==> src/hw/octal_entry_pkg.sv <==
package octal_entry_pkg;
    // Register byte offsets
    localparam logic [7:0] SEQ_WORD_BASE   = 8'h00;
    localparam logic [7:0] QUAD_LEN_OFS    = 8'h20;
    localparam logic [7:0] QUAD_PTR_OFS    = 8'h24;
    localparam logic [7:0] OCTAL_PTR_OFS   = 8'h28;
    localparam logic [7:0] STATUS_OFS      = 8'h2C;
    localparam int         SEQ_WORDS       = 8;
    localparam int         SEQ_COUNT       = 4;
    localparam int         SEQ_MAX_BYTES   = 7;
    // Header fields
    localparam logic [7:0] OCTAL_IDENT_LOW = 8'h0A;
    localparam logic [7:0] QUAD_IDENT_LOW  = 8'h0C;
    localparam logic [7:0] IDENT_HIGH      = 8'hFF;
    localparam logic [7:0] MAJOR_REV       = 8'h01;
    localparam logic [7:0] MINOR_REV       = 8'h00;
    localparam logic [7:0] OCTAL_TABLE_LEN = 8'h08;
    // Reset values
    localparam logic [7:0]  QUAD_LEN_RST   = 8'h05;
    localparam logic [23:0] QUAD_PTR_RST   = 24'h000100;
    localparam logic [23:0] OCTAL_PTR_RST  = 24'h000080;
    // Link word index map
    localparam logic [7:0] IDX_OCTAL_HDR0  = 8'h00;
    localparam logic [7:0] IDX_OCTAL_HDR1  = 8'h01;
    localparam logic [7:0] IDX_QUAD_HDR0   = 8'h02;
    localparam logic [7:0] IDX_QUAD_HDR1   = 8'h03;
    localparam logic [7:0] IDX_SEQ_BASE    = 8'h04;
    localparam logic [5:0] INDEX_BITS      = 6'h08;
    localparam logic [5:0] FRAME_BITS      = 6'h28;
endpackage : octal_entry_pkg

==> src/hw/octal_ddr_entry_sequence_parser.sv <==
`timescale 1ns/1ps
// Behaviour
// - Top byte of a sequence's first word is its length; zero means absent.
// - First word carries bytes one to three, high byte first.
// - Second word carries bytes four to seven; bytes past length are unused.
// - Sequences two to four use word pairs three-four, five-six, seven-eight.
// - Quad header top byte gives table length in words, one-based.
// - Quad header bits 23:16 hold major revision 01h.
// - Quad header bits 15:8 hold minor revision 00h.
// - Quad header first word low byte is identifier low byte 0Ch.
// - Second header word top byte is identifier high byte FFh.
// - Second header word low 24 bits give word-aligned table start address.
// - Octal entry table is identified by low identifier byte 0Ah.
module octal_ddr_entry_sequence_parser
(
    input  wire logic        i_sys_clk,
    input  wire logic        i_rst_n,
    input  wire logic [7:0]  i_avs_address,
    input  wire logic        i_avs_read,
    input  wire logic        i_avs_write,
    input  wire logic [31:0] i_avs_writedata,
    input  wire logic [3:0]  i_avs_byteenable,
    output logic      [31:0] o_avs_readdata,
    output logic             o_avs_waitrequest,
    input  wire logic        i_link_clk,
    input  wire logic        i_link_sel_n,
    input  wire logic        i_link_mosi,
    output logic             o_link_miso
);

    // ------------------------------------------------------------
    // Reset synchroniser
    // ------------------------------------------------------------
    logic rst_meta_q;
    logic rst_sync_n_q;

    always_ff @(posedge i_sys_clk or negedge i_rst_n)
    begin
        if (!i_rst_n)
        begin
            rst_meta_q   <= 1'b0;
            rst_sync_n_q <= 1'b0;
        end
        else
        begin
            rst_meta_q   <= 1'b1;
            rst_sync_n_q <= rst_meta_q;
        end
    end

    // ------------------------------------------------------------
    // Storage
    // ------------------------------------------------------------
    logic [31:0] seq_word_q [octal_entry_pkg::SEQ_WORDS];
    logic [7:0]  quad_len_q;
    logic [23:0] quad_ptr_q;
    logic [23:0] octal_ptr_q;
    logic        link_active_q;
    logic [7:0]  last_index_q;
    logic [31:0] quad_ptr_merged;
    logic [31:0] octal_ptr_merged;
    logic [31:0] word_now;
    logic [31:0] word_next;

    // ------------------------------------------------------------
    // Helpers
    // ------------------------------------------------------------
    function automatic logic [31:0] merge_bytes(input logic [31:0] old_v,
                                                input logic [31:0] new_v,
                                                input logic [3:0]  be);
        logic [31:0] r;
        r = old_v;
        for (int b = 0; b < 4; b++)
        begin
            if (be[b])
            begin
                r[b*8 +: 8] = new_v[b*8 +: 8];
            end
        end
        return r;
    endfunction : merge_bytes

    // Sequence byte k (1..7) sits in word pair; bytes past length read zero
    function automatic logic [31:0] seq_view(input logic [31:0] first_w,
                                             input logic [31:0] second_w,
                                             input logic        second);
        logic [7:0]  len;
        logic [31:0] r;
        logic [3:0]  k;
        len = first_w[31:24];
        r   = 32'h00000000;
        for (int b = 0; b < 4; b++)
        begin
            k = second ? 4'(4 + 3 - b) : 4'(3 - b);
            if (k != 4'h0 && k <= 4'(octal_entry_pkg::SEQ_MAX_BYTES)
                && {4'h0, k} <= len)
            begin
                r[b*8 +: 8] = second ? second_w[b*8 +: 8] : first_w[b*8 +: 8];
            end
        end
        if (!second)
        begin
            r[31:24] = len;
        end
        return r;
    endfunction : seq_view

    function automatic logic [31:0] table_word(input logic [7:0] idx);
        logic [31:0] r;
        logic [7:0]  s;
        r = 32'h00000000;
        s = idx - octal_entry_pkg::IDX_SEQ_BASE;
        unique case (idx)
            octal_entry_pkg::IDX_OCTAL_HDR0:
                r = {octal_entry_pkg::OCTAL_TABLE_LEN, octal_entry_pkg::MAJOR_REV,
                     octal_entry_pkg::MINOR_REV, octal_entry_pkg::OCTAL_IDENT_LOW};
            octal_entry_pkg::IDX_OCTAL_HDR1:
                r = {octal_entry_pkg::IDENT_HIGH, octal_ptr_q};
            octal_entry_pkg::IDX_QUAD_HDR0:
                r = {quad_len_q, octal_entry_pkg::MAJOR_REV,
                     octal_entry_pkg::MINOR_REV, octal_entry_pkg::QUAD_IDENT_LOW};
            octal_entry_pkg::IDX_QUAD_HDR1:
                r = {octal_entry_pkg::IDENT_HIGH, quad_ptr_q};
            default:
            begin
                if (s < 8'(octal_entry_pkg::SEQ_WORDS))
                begin
                    // Pairs (1,2) (3,4) (5,6) (7,8)
                    r = seq_view(seq_word_q[{s[2:1], 1'b0}],
                                 seq_word_q[{s[2:1], 1'b1}], s[0]);
                end
            end
        endcase
        return r;
    endfunction : table_word

    // ------------------------------------------------------------
    // Avalon-MM slave
    // ------------------------------------------------------------
    logic        wait_q;
    logic [31:0] rdata_q;
    logic        bus_req;
    logic        bus_write_now;
    logic [2:0]  nonempty;

    assign bus_req       = i_avs_read | i_avs_write;
    assign bus_write_now = i_avs_write & ~wait_q;

    always_comb
    begin
        quad_ptr_merged  = merge_bytes({8'h00, quad_ptr_q}, i_avs_writedata, i_avs_byteenable);
        octal_ptr_merged = merge_bytes({8'h00, octal_ptr_q}, i_avs_writedata, i_avs_byteenable);
        word_now         = table_word(index_q);
        word_next        = table_word(index_q + 8'h01);
        nonempty = 3'h0;
        for (int q = 0; q < octal_entry_pkg::SEQ_COUNT; q++)
        begin
            if (seq_word_q[2*q][31:24] != 8'h00)
            begin
                nonempty = nonempty + 3'h1;
            end
        end
    end

    always_ff @(posedge i_sys_clk or negedge rst_sync_n_q)
    begin
        if (!rst_sync_n_q)
        begin
            wait_q <= 1'b1;
        end
        else
        begin
            wait_q <= ~(bus_req & wait_q);
        end
    end

    always_ff @(posedge i_sys_clk or negedge rst_sync_n_q)
    begin
        if (!rst_sync_n_q)
        begin
            rdata_q <= 32'h00000000;
        end
        else if (i_avs_read && wait_q)
        begin
            if (i_avs_address < octal_entry_pkg::QUAD_LEN_OFS
                && i_avs_address[1:0] == 2'h0)
            begin
                rdata_q <= seq_word_q[i_avs_address[4:2]];
            end
            else
            begin
                unique case (i_avs_address)
                    octal_entry_pkg::QUAD_LEN_OFS:  rdata_q <= {24'h000000, quad_len_q};
                    octal_entry_pkg::QUAD_PTR_OFS:  rdata_q <= {8'h00, quad_ptr_q};
                    octal_entry_pkg::OCTAL_PTR_OFS: rdata_q <= {8'h00, octal_ptr_q};
                    octal_entry_pkg::STATUS_OFS:
                        rdata_q <= {19'h00000, last_index_q, 1'b0, nonempty, link_active_q};
                    default:                        rdata_q <= 32'h00000000;
                endcase
            end
        end
    end

    always_ff @(posedge i_sys_clk or negedge rst_sync_n_q)
    begin
        if (!rst_sync_n_q)
        begin
            for (int w = 0; w < octal_entry_pkg::SEQ_WORDS; w++)
            begin
                seq_word_q[w] <= 32'h00000000;
            end
            quad_len_q  <= octal_entry_pkg::QUAD_LEN_RST;
            quad_ptr_q  <= octal_entry_pkg::QUAD_PTR_RST;
            octal_ptr_q <= octal_entry_pkg::OCTAL_PTR_RST;
        end
        else if (bus_write_now)
        begin
            if (i_avs_address < octal_entry_pkg::QUAD_LEN_OFS
                && i_avs_address[1:0] == 2'h0)
            begin
                seq_word_q[i_avs_address[4:2]] <= merge_bytes(seq_word_q[i_avs_address[4:2]],
                                                              i_avs_writedata, i_avs_byteenable);
            end
            else if (i_avs_address == octal_entry_pkg::QUAD_LEN_OFS && i_avs_byteenable[0])
            begin
                // One-based: zero is not a legal length
                quad_len_q <= (i_avs_writedata[7:0] == 8'h00) ? 8'h01
                                                             : i_avs_writedata[7:0];
            end
            else if (i_avs_address == octal_entry_pkg::QUAD_PTR_OFS)
            begin
                quad_ptr_q <= {quad_ptr_merged[23:2], 2'b00};
            end
            else if (i_avs_address == octal_entry_pkg::OCTAL_PTR_OFS)
            begin
                octal_ptr_q <= {octal_ptr_merged[23:2], 2'b00};
            end
        end
    end

    assign o_avs_readdata    = rdata_q;
    assign o_avs_waitrequest = wait_q;

    // ------------------------------------------------------------
    // Link sampling
    // ------------------------------------------------------------
    logic [2:0] clk_sync_q;
    logic [1:0] sel_sync_q;
    logic [1:0] mosi_sync_q;
    logic       link_rise;
    logic       link_fall;

    always_ff @(posedge i_sys_clk or negedge rst_sync_n_q)
    begin
        if (!rst_sync_n_q)
        begin
            clk_sync_q  <= 3'h0;
            sel_sync_q  <= 2'h3;
            mosi_sync_q <= 2'h0;
        end
        else
        begin
            clk_sync_q  <= {clk_sync_q[1:0], i_link_clk};
            sel_sync_q  <= {sel_sync_q[0], i_link_sel_n};
            mosi_sync_q <= {mosi_sync_q[0], i_link_mosi};
        end
    end

    assign link_rise = clk_sync_q[1] & ~clk_sync_q[2];
    assign link_fall = ~clk_sync_q[1] & clk_sync_q[2];

    // ------------------------------------------------------------
    // Link word server
    // ------------------------------------------------------------
    logic [5:0]  bit_cnt_q;
    logic [7:0]  index_q;
    logic [31:0] shift_q;
    logic        miso_q;

    always_ff @(posedge i_sys_clk or negedge rst_sync_n_q)
    begin
        if (!rst_sync_n_q)
        begin
            bit_cnt_q     <= 6'h00;
            index_q       <= 8'h00;
            shift_q       <= 32'h00000000;
            miso_q        <= 1'b0;
            link_active_q <= 1'b0;
            last_index_q  <= 8'h00;
        end
        else if (sel_sync_q[1])
        begin
            bit_cnt_q     <= 6'h00;
            link_active_q <= 1'b0;
            miso_q        <= 1'b0;
        end
        else
        begin
            link_active_q <= 1'b1;
            if (link_rise && bit_cnt_q < octal_entry_pkg::INDEX_BITS)
            begin
                index_q   <= {index_q[6:0], mosi_sync_q[1]};
                bit_cnt_q <= bit_cnt_q + 6'h01;
            end
            else if (link_fall && bit_cnt_q == octal_entry_pkg::INDEX_BITS)
            begin
                shift_q      <= {word_now[30:0], 1'b0};
                miso_q       <= word_now[31];
                last_index_q <= index_q;
                bit_cnt_q    <= bit_cnt_q + 6'h01;
            end
            else if (link_fall && bit_cnt_q > octal_entry_pkg::INDEX_BITS)
            begin
                if (bit_cnt_q == octal_entry_pkg::FRAME_BITS)
                begin
                    // Next word streams on without a new index
                    shift_q      <= {word_next[30:0], 1'b0};
                    miso_q       <= word_next[31];
                    index_q      <= index_q + 8'h01;
                    last_index_q <= index_q + 8'h01;
                    bit_cnt_q    <= octal_entry_pkg::INDEX_BITS + 6'h01;
                end
                else
                begin
                    miso_q    <= shift_q[31];
                    shift_q   <= {shift_q[30:0], 1'b0};
                    bit_cnt_q <= bit_cnt_q + 6'h01;
                end
            end
        end
    end

    assign o_link_miso = miso_q;

endmodule : octal_ddr_entry_sequence_parser

==> config.mk <==
export PLATFORM = sky130hd
export DESIGN_NAME = octal_ddr_entry_sequence_parser
export DESIGN_NICKNAME = d
export VERILOG_FILES = /design/src/hw/octal_entry_pkg.sv /design/src/hw/octal_ddr_entry_sequence_parser.sv
export SDC_FILE = /design/constraint.sdc
export NUM_CORES = 1
export LEC_CHECK = 0
export ABC_AREA = 0
export BUFFER_PORTS_ARGS = -buffer_cell sky130_fd_sc_hd__buf_2
export CORE_ASPECT_RATIO = 2
export CORE_MARGIN = 8
export CORE_UTILIZATION = 50
export DETAILED_ROUTE_END_ITERATION = 10
export PLACE_DENSITY = 0.66
export SYNTH_ARGS = -nofsm -noshare
export SYNTH_HDL_FRONTEND = slang
export SYNTH_SLANG_ARGS = --single-unit
==> constraint.sdc <==
create_clock -name i_sys_clk -period 15.8 [get_ports i_sys_clk]
set_clock_uncertainty 0.15 [all_clocks]
set_input_delay 0.79 -clock i_sys_clk [delete_from_list [all_inputs] [get_ports i_sys_clk]]
set_output_delay 0.79 -clock i_sys_clk [all_outputs]
set_load 0.05 [all_outputs]
# After elaboration in Yosys (flattened, before gate mapping)
# Cells that the tools add are included.
[op_classes]
add_sub_neg = 7
magnitude_cmp = 27
eq_ne = 14
n_mux = 84
n_bitwise = 19
reduce_logical = 57
[ops]
columns = ["op", "count"]
rows = [
  ["$mux 32", 17],
  ["$bmux 32 s3", 5],
  ["$mux 8", 34],
  ["$bwmux 256", 1],
  ["$pmux 32 s4", 2],
  ["$demux 32 s3", 1],
  ["$pmux 24 s4", 1],
  ["$le 3x8->1", 8],
  ["$reduce_bool 4->1", 9],
  ["$mux 3", 11],
  ["$eq 8x2->1 const B", 4],
  ["$eq 8x6->1 const B", 4],
  ["$reduce_bool 8->1", 4],
  ["$mux 6", 5],
  ["$le 3x3->1 const B", 8],
  ["$logic_not 8->1", 3],
  ["$logic_and 1x1->1", 23],
  ["$ge 4x4->1 const B", 5],
  ["$not 3->4", 5],
  ["$reduce_and 6->1", 3],
  ["$eq 8x1->1 const B", 2],
  ["$lt 8x4->1 const B", 2],
  ["$sub 8x3->8 const B", 2],
  ["$reduce_and 5->1", 3],
  ["other kinds (20)", 46],
]
[totals]
reg_bits = 406
in_bits = 51
out_inout_bits = 34
elab_cells = 236

# Logic depth before layout (Yosys ltp)
[logic_depth]
word_depth = 17
depth_mapped = 16

# Least setup slack after synthesis
# OpenSTA, ideal clock, no wires.
[synth_path]
path_type = "register to register"
from = "reg index_q[1]"
to = "reg shift_q[30]"
setup_time_ns = 0.065
t_arrival_ns = 3.813
setup_slack_ns = 11.771
stages_incl_launch_ff = 17
n_path_buf = 5
cell_sequence = "dfrtp_1 buf_6 buf_6 buf_2 buf_2 inv_1 ha_1 buf_2 mux4_2 inv_1 ha_1 inv_1 o311a_1 a21oi_1 a22oi_1 o221ai_1 a22o_1"
[synth_between]
elab_chain_cells = 15
[synth_lines]
columns = ["element", "line", "text"]
rows = [
  ["start, declared", "octal_ddr_entry_sequence_parser.sv:276", "logic [7:0] index_q;"],
  ["start signal, assigned", "octal_ddr_entry_sequence_parser.sv:302", "index_q <= {index_q[6:0], mosi_sync_q[1]};"],
  ["start signal, assigned", "octal_ddr_entry_sequence_parser.sv:319", "index_q <= index_q + 8'h01;"],
  ["$add 8x1->8", "octal_ddr_entry_sequence_parser.sv:154", "word_next = table_word(index_q + 8'h01);"],
  ["$sub 8x3->8", "octal_ddr_entry_sequence_parser.sv:112", "s = idx - octal_entry_pkg::IDX_SEQ_BASE;"],
  ["$not 3->4 (implied by the code)", "octal_ddr_entry_sequence_parser.sv:129", "r = seq_view(seq_word_q[{s[2:1], 1'b0}],"],
  ["$bmux 32 s3", "octal_ddr_entry_sequence_parser.sv:129", ""],
  ["$mux 32 (implied by the code) (2 in a row)", "octal_ddr_entry_sequence_parser.sv:129", ""],
  ["$le 3x8->1", "octal_ddr_entry_sequence_parser.sv:96", "&& {4'h0, k} <= len)"],
  ["$logic_and 1x1->1", "octal_ddr_entry_sequence_parser.sv:96", ""],
  ["$mux 8", "octal_ddr_entry_sequence_parser.sv:95", "if (k != 4'h0 && k <= 4'(octal_entry_pkg::SEQ_MAX_BYTES)"],
  ["$mux 8", "octal_ddr_entry_sequence_parser.sv:101", "if (!second)"],
  ["$mux 32", "octal_ddr_entry_sequence_parser.sv:126", "if (s < 8'(octal_entry_pkg::SEQ_WORDS))"],
  ["$pmux 32 s4", "octal_ddr_entry_sequence_parser.sv:113", "unique case (idx)"],
  ["$mux 32", "octal_ddr_entry_sequence_parser.sv:314", "if (bit_cnt_q == octal_entry_pkg::FRAME_BITS)"],
  ["$mux 32", "octal_ddr_entry_sequence_parser.sv:312", "else if (link_fall && bit_cnt_q > octal_entry_pkg::INDEX_BITS)"],
  ["$mux 32 *", "octal_ddr_entry_sequence_parser.sv:305", "else if (link_fall && bit_cnt_q == octal_entry_pkg::INDEX_BITS)"],
  ["end signal, assigned", "octal_ddr_entry_sequence_parser.sv:307", "shift_q <= {word_now[30:0], 1'b0};"],
  ["end signal, assigned", "octal_ddr_entry_sequence_parser.sv:317", "shift_q <= {word_next[30:0], 1'b0};"],
  ["end signal, assigned", "octal_ddr_entry_sequence_parser.sv:326", "shift_q <= {shift_q[30:0], 1'b0};"],
  ["end, declared", "octal_ddr_entry_sequence_parser.sv:277", "logic [31:0] shift_q;"],
]
# Every way passes the cells marked *; elsewhere a longest branch is shown, timed or not. The select of a mux whose other input is x is not followed.
# A chain may end at the register's enable or synchronous reset.

# Worst setup path after layout
[layout_path]
from = "reg index_q[0]"
to = "reg miso_q (netlist: o_link_miso)"
[layout_between]
elab_chain_cells = 17
[layout_lines]
columns = ["element", "line", "text"]
rows = [
  ["$add 8x1->8", "octal_ddr_entry_sequence_parser.sv:154", ""],
  ["$sub 8x3->8", "octal_ddr_entry_sequence_parser.sv:112", ""],
  ["$not 3->4 (implied by the code)", "octal_ddr_entry_sequence_parser.sv:129", ""],
  ["$bmux 32 s3", "octal_ddr_entry_sequence_parser.sv:129", ""],
  ["$mux 32 (implied by the code) (2 in a row)", "octal_ddr_entry_sequence_parser.sv:129", ""],
  ["$le 3x8->1", "octal_ddr_entry_sequence_parser.sv:96", ""],
  ["$logic_and 1x1->1", "octal_ddr_entry_sequence_parser.sv:96", ""],
  ["$mux 8", "octal_ddr_entry_sequence_parser.sv:95", ""],
  ["$mux 8", "octal_ddr_entry_sequence_parser.sv:101", ""],
  ["$mux 32", "octal_ddr_entry_sequence_parser.sv:126", ""],
  ["$pmux 32 s4", "octal_ddr_entry_sequence_parser.sv:113", ""],
  ["$mux 1", "octal_ddr_entry_sequence_parser.sv:314", ""],
  ["$mux 1", "octal_ddr_entry_sequence_parser.sv:312", ""],
  ["$mux 1 *", "octal_ddr_entry_sequence_parser.sv:305", ""],
  ["$mux 1 *", "octal_ddr_entry_sequence_parser.sv:300", "if (link_rise && bit_cnt_q < octal_entry_pkg::INDEX_BITS)"],
  ["$mux 1 *", "octal_ddr_entry_sequence_parser.sv:291", "else if (sel_sync_q[1])"],
  ["end signal, assigned", "octal_ddr_entry_sequence_parser.sv:308", "miso_q <= word_now[31];"],
  ["end signal, assigned", "octal_ddr_entry_sequence_parser.sv:318", "miso_q <= word_next[31];"],
  ["end signal, assigned", "octal_ddr_entry_sequence_parser.sv:325", "miso_q <= shift_q[31];"],
  ["end, declared", "octal_ddr_entry_sequence_parser.sv:278", "logic miso_q;"],
]
# Marks and branches as above.

==> impl_metrics.ini <==
[logic_synthesis]
syn_inst = 1908
synth-async-reset-ratio = 1.00
syn-cell-area_mm2 = 0.0243
yosys_register_bits = 405
synth_cell_type_count = 79
ys_warn_count = 0
synth-seq-area-share = 0.418
syn_nets = 1977
synth-edff-count = 0
synth_flop_cell = dfrtp_1
syn_avg_cell_area_um2 = 12.7

[placed_design]
routabilityCongestion = 1.04
io_buffers = 84
postPlaceCellArea_mm2 = 0.0252
dp_hpwl_um = 54600

[global_route]
grt_util_met3 = 0.0445
gr-usage-met1 = 0.323
busiest_layer = met2
grt_overflow = 0
grt_max_degree = 190
antenna_found_initial = 2
global_route.usage.met2 = 0.491
grt_pass1_wl_um = 122000
grt_usage = 0.294
grt_pass1_vias = 18900

[floorplan]
core_mm2 = 0.0482
initial_core_util = 0.504
ios = 85
fp-row-count = 114
die_w_um = 172
dieArea_mm2 = 0.0563
fp.dieH_um = 328

[timing]
setup_viol = 0
grt_setup_unrepaired = no
finalHoldWorstSlack_ps = 176
setup_tns_ps = 0
maxSlewViolCount = 0
tightest_slew_ps = 1300
slew-limit-headroom = 0.128
min_period_ps = 4640
fmaxAchievable_ghz = 0.216
period_share = 0.293
finalHoldViolCount = 0

[clock_tree]
h-tree-depth = 2
post_cts_resized = 0
cts_tree = yes
insertion_delay_ps = 570
cts_root_buf = clkbuf_16
clkSinkCount = 405
clkTransAtPathRegs_ps = 70
cts_buffers = 39
clk_path_buf_depth = 3

[hold_path]
worstHoldPathType = in -> reg
hold-path-cell-count = 1
hp-start = i_link_sel_n
min_delay_worst_endpoint = sel_sync_q[0]

[drt]
drc = 0
vias = 18200
drt_pass1_iterations = 5
drt-total-wl_um = 81300
ant_nets = 0
via_per_inst = 7.03
drt_iter0_drc = 1656
wire_per_inst_um = 31.5

[setup_path]
ff2ff_setup_slack_ps = 11160
end_kind = register
critPathLaunchType = register
path_class = reg -> reg
worstReg2RegStart = index_q[0]
worstPathRequired_ps = 16120
reg2reg_depth = 12
critical_path.max_fanout = 52
worstReg2RegEnd = o_link_miso
cp.arrival_ps = 4960

[power]
power_density_mw_per_mm2 = 107
p_clk_frac = 0.359
ir_drop_mv = 0.0839
combPwrFrac = 0.245
finalPower_mw = 2.85
p_seq_frac = 0.396
p_int_mw = 1.93
swShare = 0.324
p_sw_uw = 922
leakagePower_nw = 11.8

[finish]
multi_input_area_mm2 = 0.0134
fin_area_mm2 = 0.0266
regArea_mm2 = 0.0102
nNetsFinal = 1983
area_delta_synth_final_pct = 9.41
diodes = 0
fill_cells = 4089
drive_above_1_share = 0.410

[outcome]
status = complete, no violations

[flow_run]
maxCapViolCount = 0
## kinds of logic after synthesis
kind of cell / Yosys count / share of synthesized area
compound gates: 366 / 0.103
mux: 605 / 0.370
simple gates: 326 / 0.0641
flops: 405 / 0.418
xor+xnor: 7 / 0.00283
other cells: 1 / 0.000154
fa+ha+maj: 18 / 0.00928
buf+inv: 180 / 0.0326
## per-layer routing
metal,part of all wire,vias to the layer above,wire length [µm]
li1,-,7421,-
met1,0.33,9338,26800
met2,0.50,1040,40800
met3,0.071,354,5760
met4,0.097,2,7920
met5,0.00015,-,12
## worst max-delay path: stages, from the launching register on
cell	delay (ps)
dfrtp_2	340
buf_4	600
ha_1	490
xor2_4	170
buf_4	460
inv_2	240
ha_1	310
nor2_1	110
a21oi_1	80
o221ai_1	480
and3_1	620
a311oi_1	190
o31ai_1	270
## through the flow
| stage | setup slack, ps | cells | util |
|---|---|---|---|
| finish | 11160 | 2582 | 0.551 |
| global route | 10940 | 2582 | 0.551 |
| CTS | 11290 | 2582 | 0.551 |
| detailed placement | 11040 | 2510 | 0.522 |
| global placement | 11120 | 2510 | 0.522 |
| floorplan | 3540 | 1908 | - |
## registers in the layout, summed over array words and instances (netlist names), 3 cells and up
name / cells
octal_ptr_q: 22
bit_cnt_q: 6
index_q: 8
seq_word_q: 256
clk_sync_q: 3
quad_len_q: 8
o_avs_readdata: 32
quad_ptr_q: 22
last_index_q: 8
shift_q: 31
## power by group through the flow
stage	Sequential, mW	Combinational, mW	Clock [mW]
after floorplan	1.12	0.520	0
after global placement	1.14	0.685	0
after detailed placement	1.15	0.695	0
after CTS	1.13	0.695	1.04
after global routing	1.13	0.740	1.08
final	1.13	0.696	1.02
## worst max path at each step
stage	slack [ps]	to	start
2_1_floorplan	3540	bit_cnt_q[0]	rst_sync_n_q
3_3_place_gp	11120	seq_word_q[179]	i_avs_address[7]
6_report	11160	o_link_miso	index_q[0]
5_1_grt	10940	o_link_miso	index_q[0]
3_5_place_dp	11040	seq_word_q[190]	i_avs_address[7]
4_1_cts	11290	o_link_miso	index_q[0]
## cell usage after synthesis (all sizes together) (3+ instances only)
library cell  instances  area share
o22a                  8      0.0029
ha                   18      0.0093
o41ai                 3      0.0011
or4                   6      0.0020
nor3                 12      0.0027
or3                   3      0.0010
nor3b                 7      0.0028
a31oi                 4      0.0010
a211oi                4      0.0018
nor2                 55      0.0085
and3                 13      0.0034
and2                  3     0.00077
nand3                26      0.0054
a22oi                43       0.013
clkbuf               82       0.013
buf                  72       0.016
mux2                377        0.18
a221o                 9      0.0037
nand2b                6      0.0015
or2                   3     0.00077
xor2                  3      0.0014
o211ai                4      0.0012
o31ai                 3     0.00093
nor2b                 5      0.0013
a22o                 42       0.015
a311oi               12      0.0043
o21ai               101       0.021
mux2i                32       0.013
a21oi                64       0.013
o221ai                9      0.0032
nand4                 6      0.0024
dfstp                 7      0.0076
mux4                196        0.18
a221oi               27       0.010
nand2               162       0.025
xnor2                 4      0.0014
inv                  25      0.0039
o22ai                16      0.0041
dfrtp               398        0.41
nor4                 12      0.0036
nand3b                4      0.0018
## final cells by class
cell class,count,share of cell area
Multi-Input combinational cell,1323,0.506
Sequential cell,405,0.382
Clock buffer,59,0.0441
Tap cell,638,0.0301
Timing Repair Buffer,119,0.0265
Clock inverter,12,0.00768
Inverter,26,0.00367
## placed cells by master, fill, tap and decap left out, types with 25 or more instances in the layout
cell type  Yosys  final
o21ai_0       95     95
nand2_1      162    160
buf_2         49     82
a22o_1        42     42
nor2_1        55     52
dfrtp_1      398    394
a21oi_1       64     64
nand3_1       26     25
mux2_2       375    375
mux4_2       196    196
mux2i_1       32     32
a221oi_1      26     26
buf_4          4     35
a22oi_1       43     43
clkbuf_16      0     40
## timing repair
item / in CTS / in global routing
hold endpoints to repair: 2 / 0
hold buffers: 1 / 0
buffers inserted: 0 / 0
Note: power is estimated with default switching activity, not from simulation.
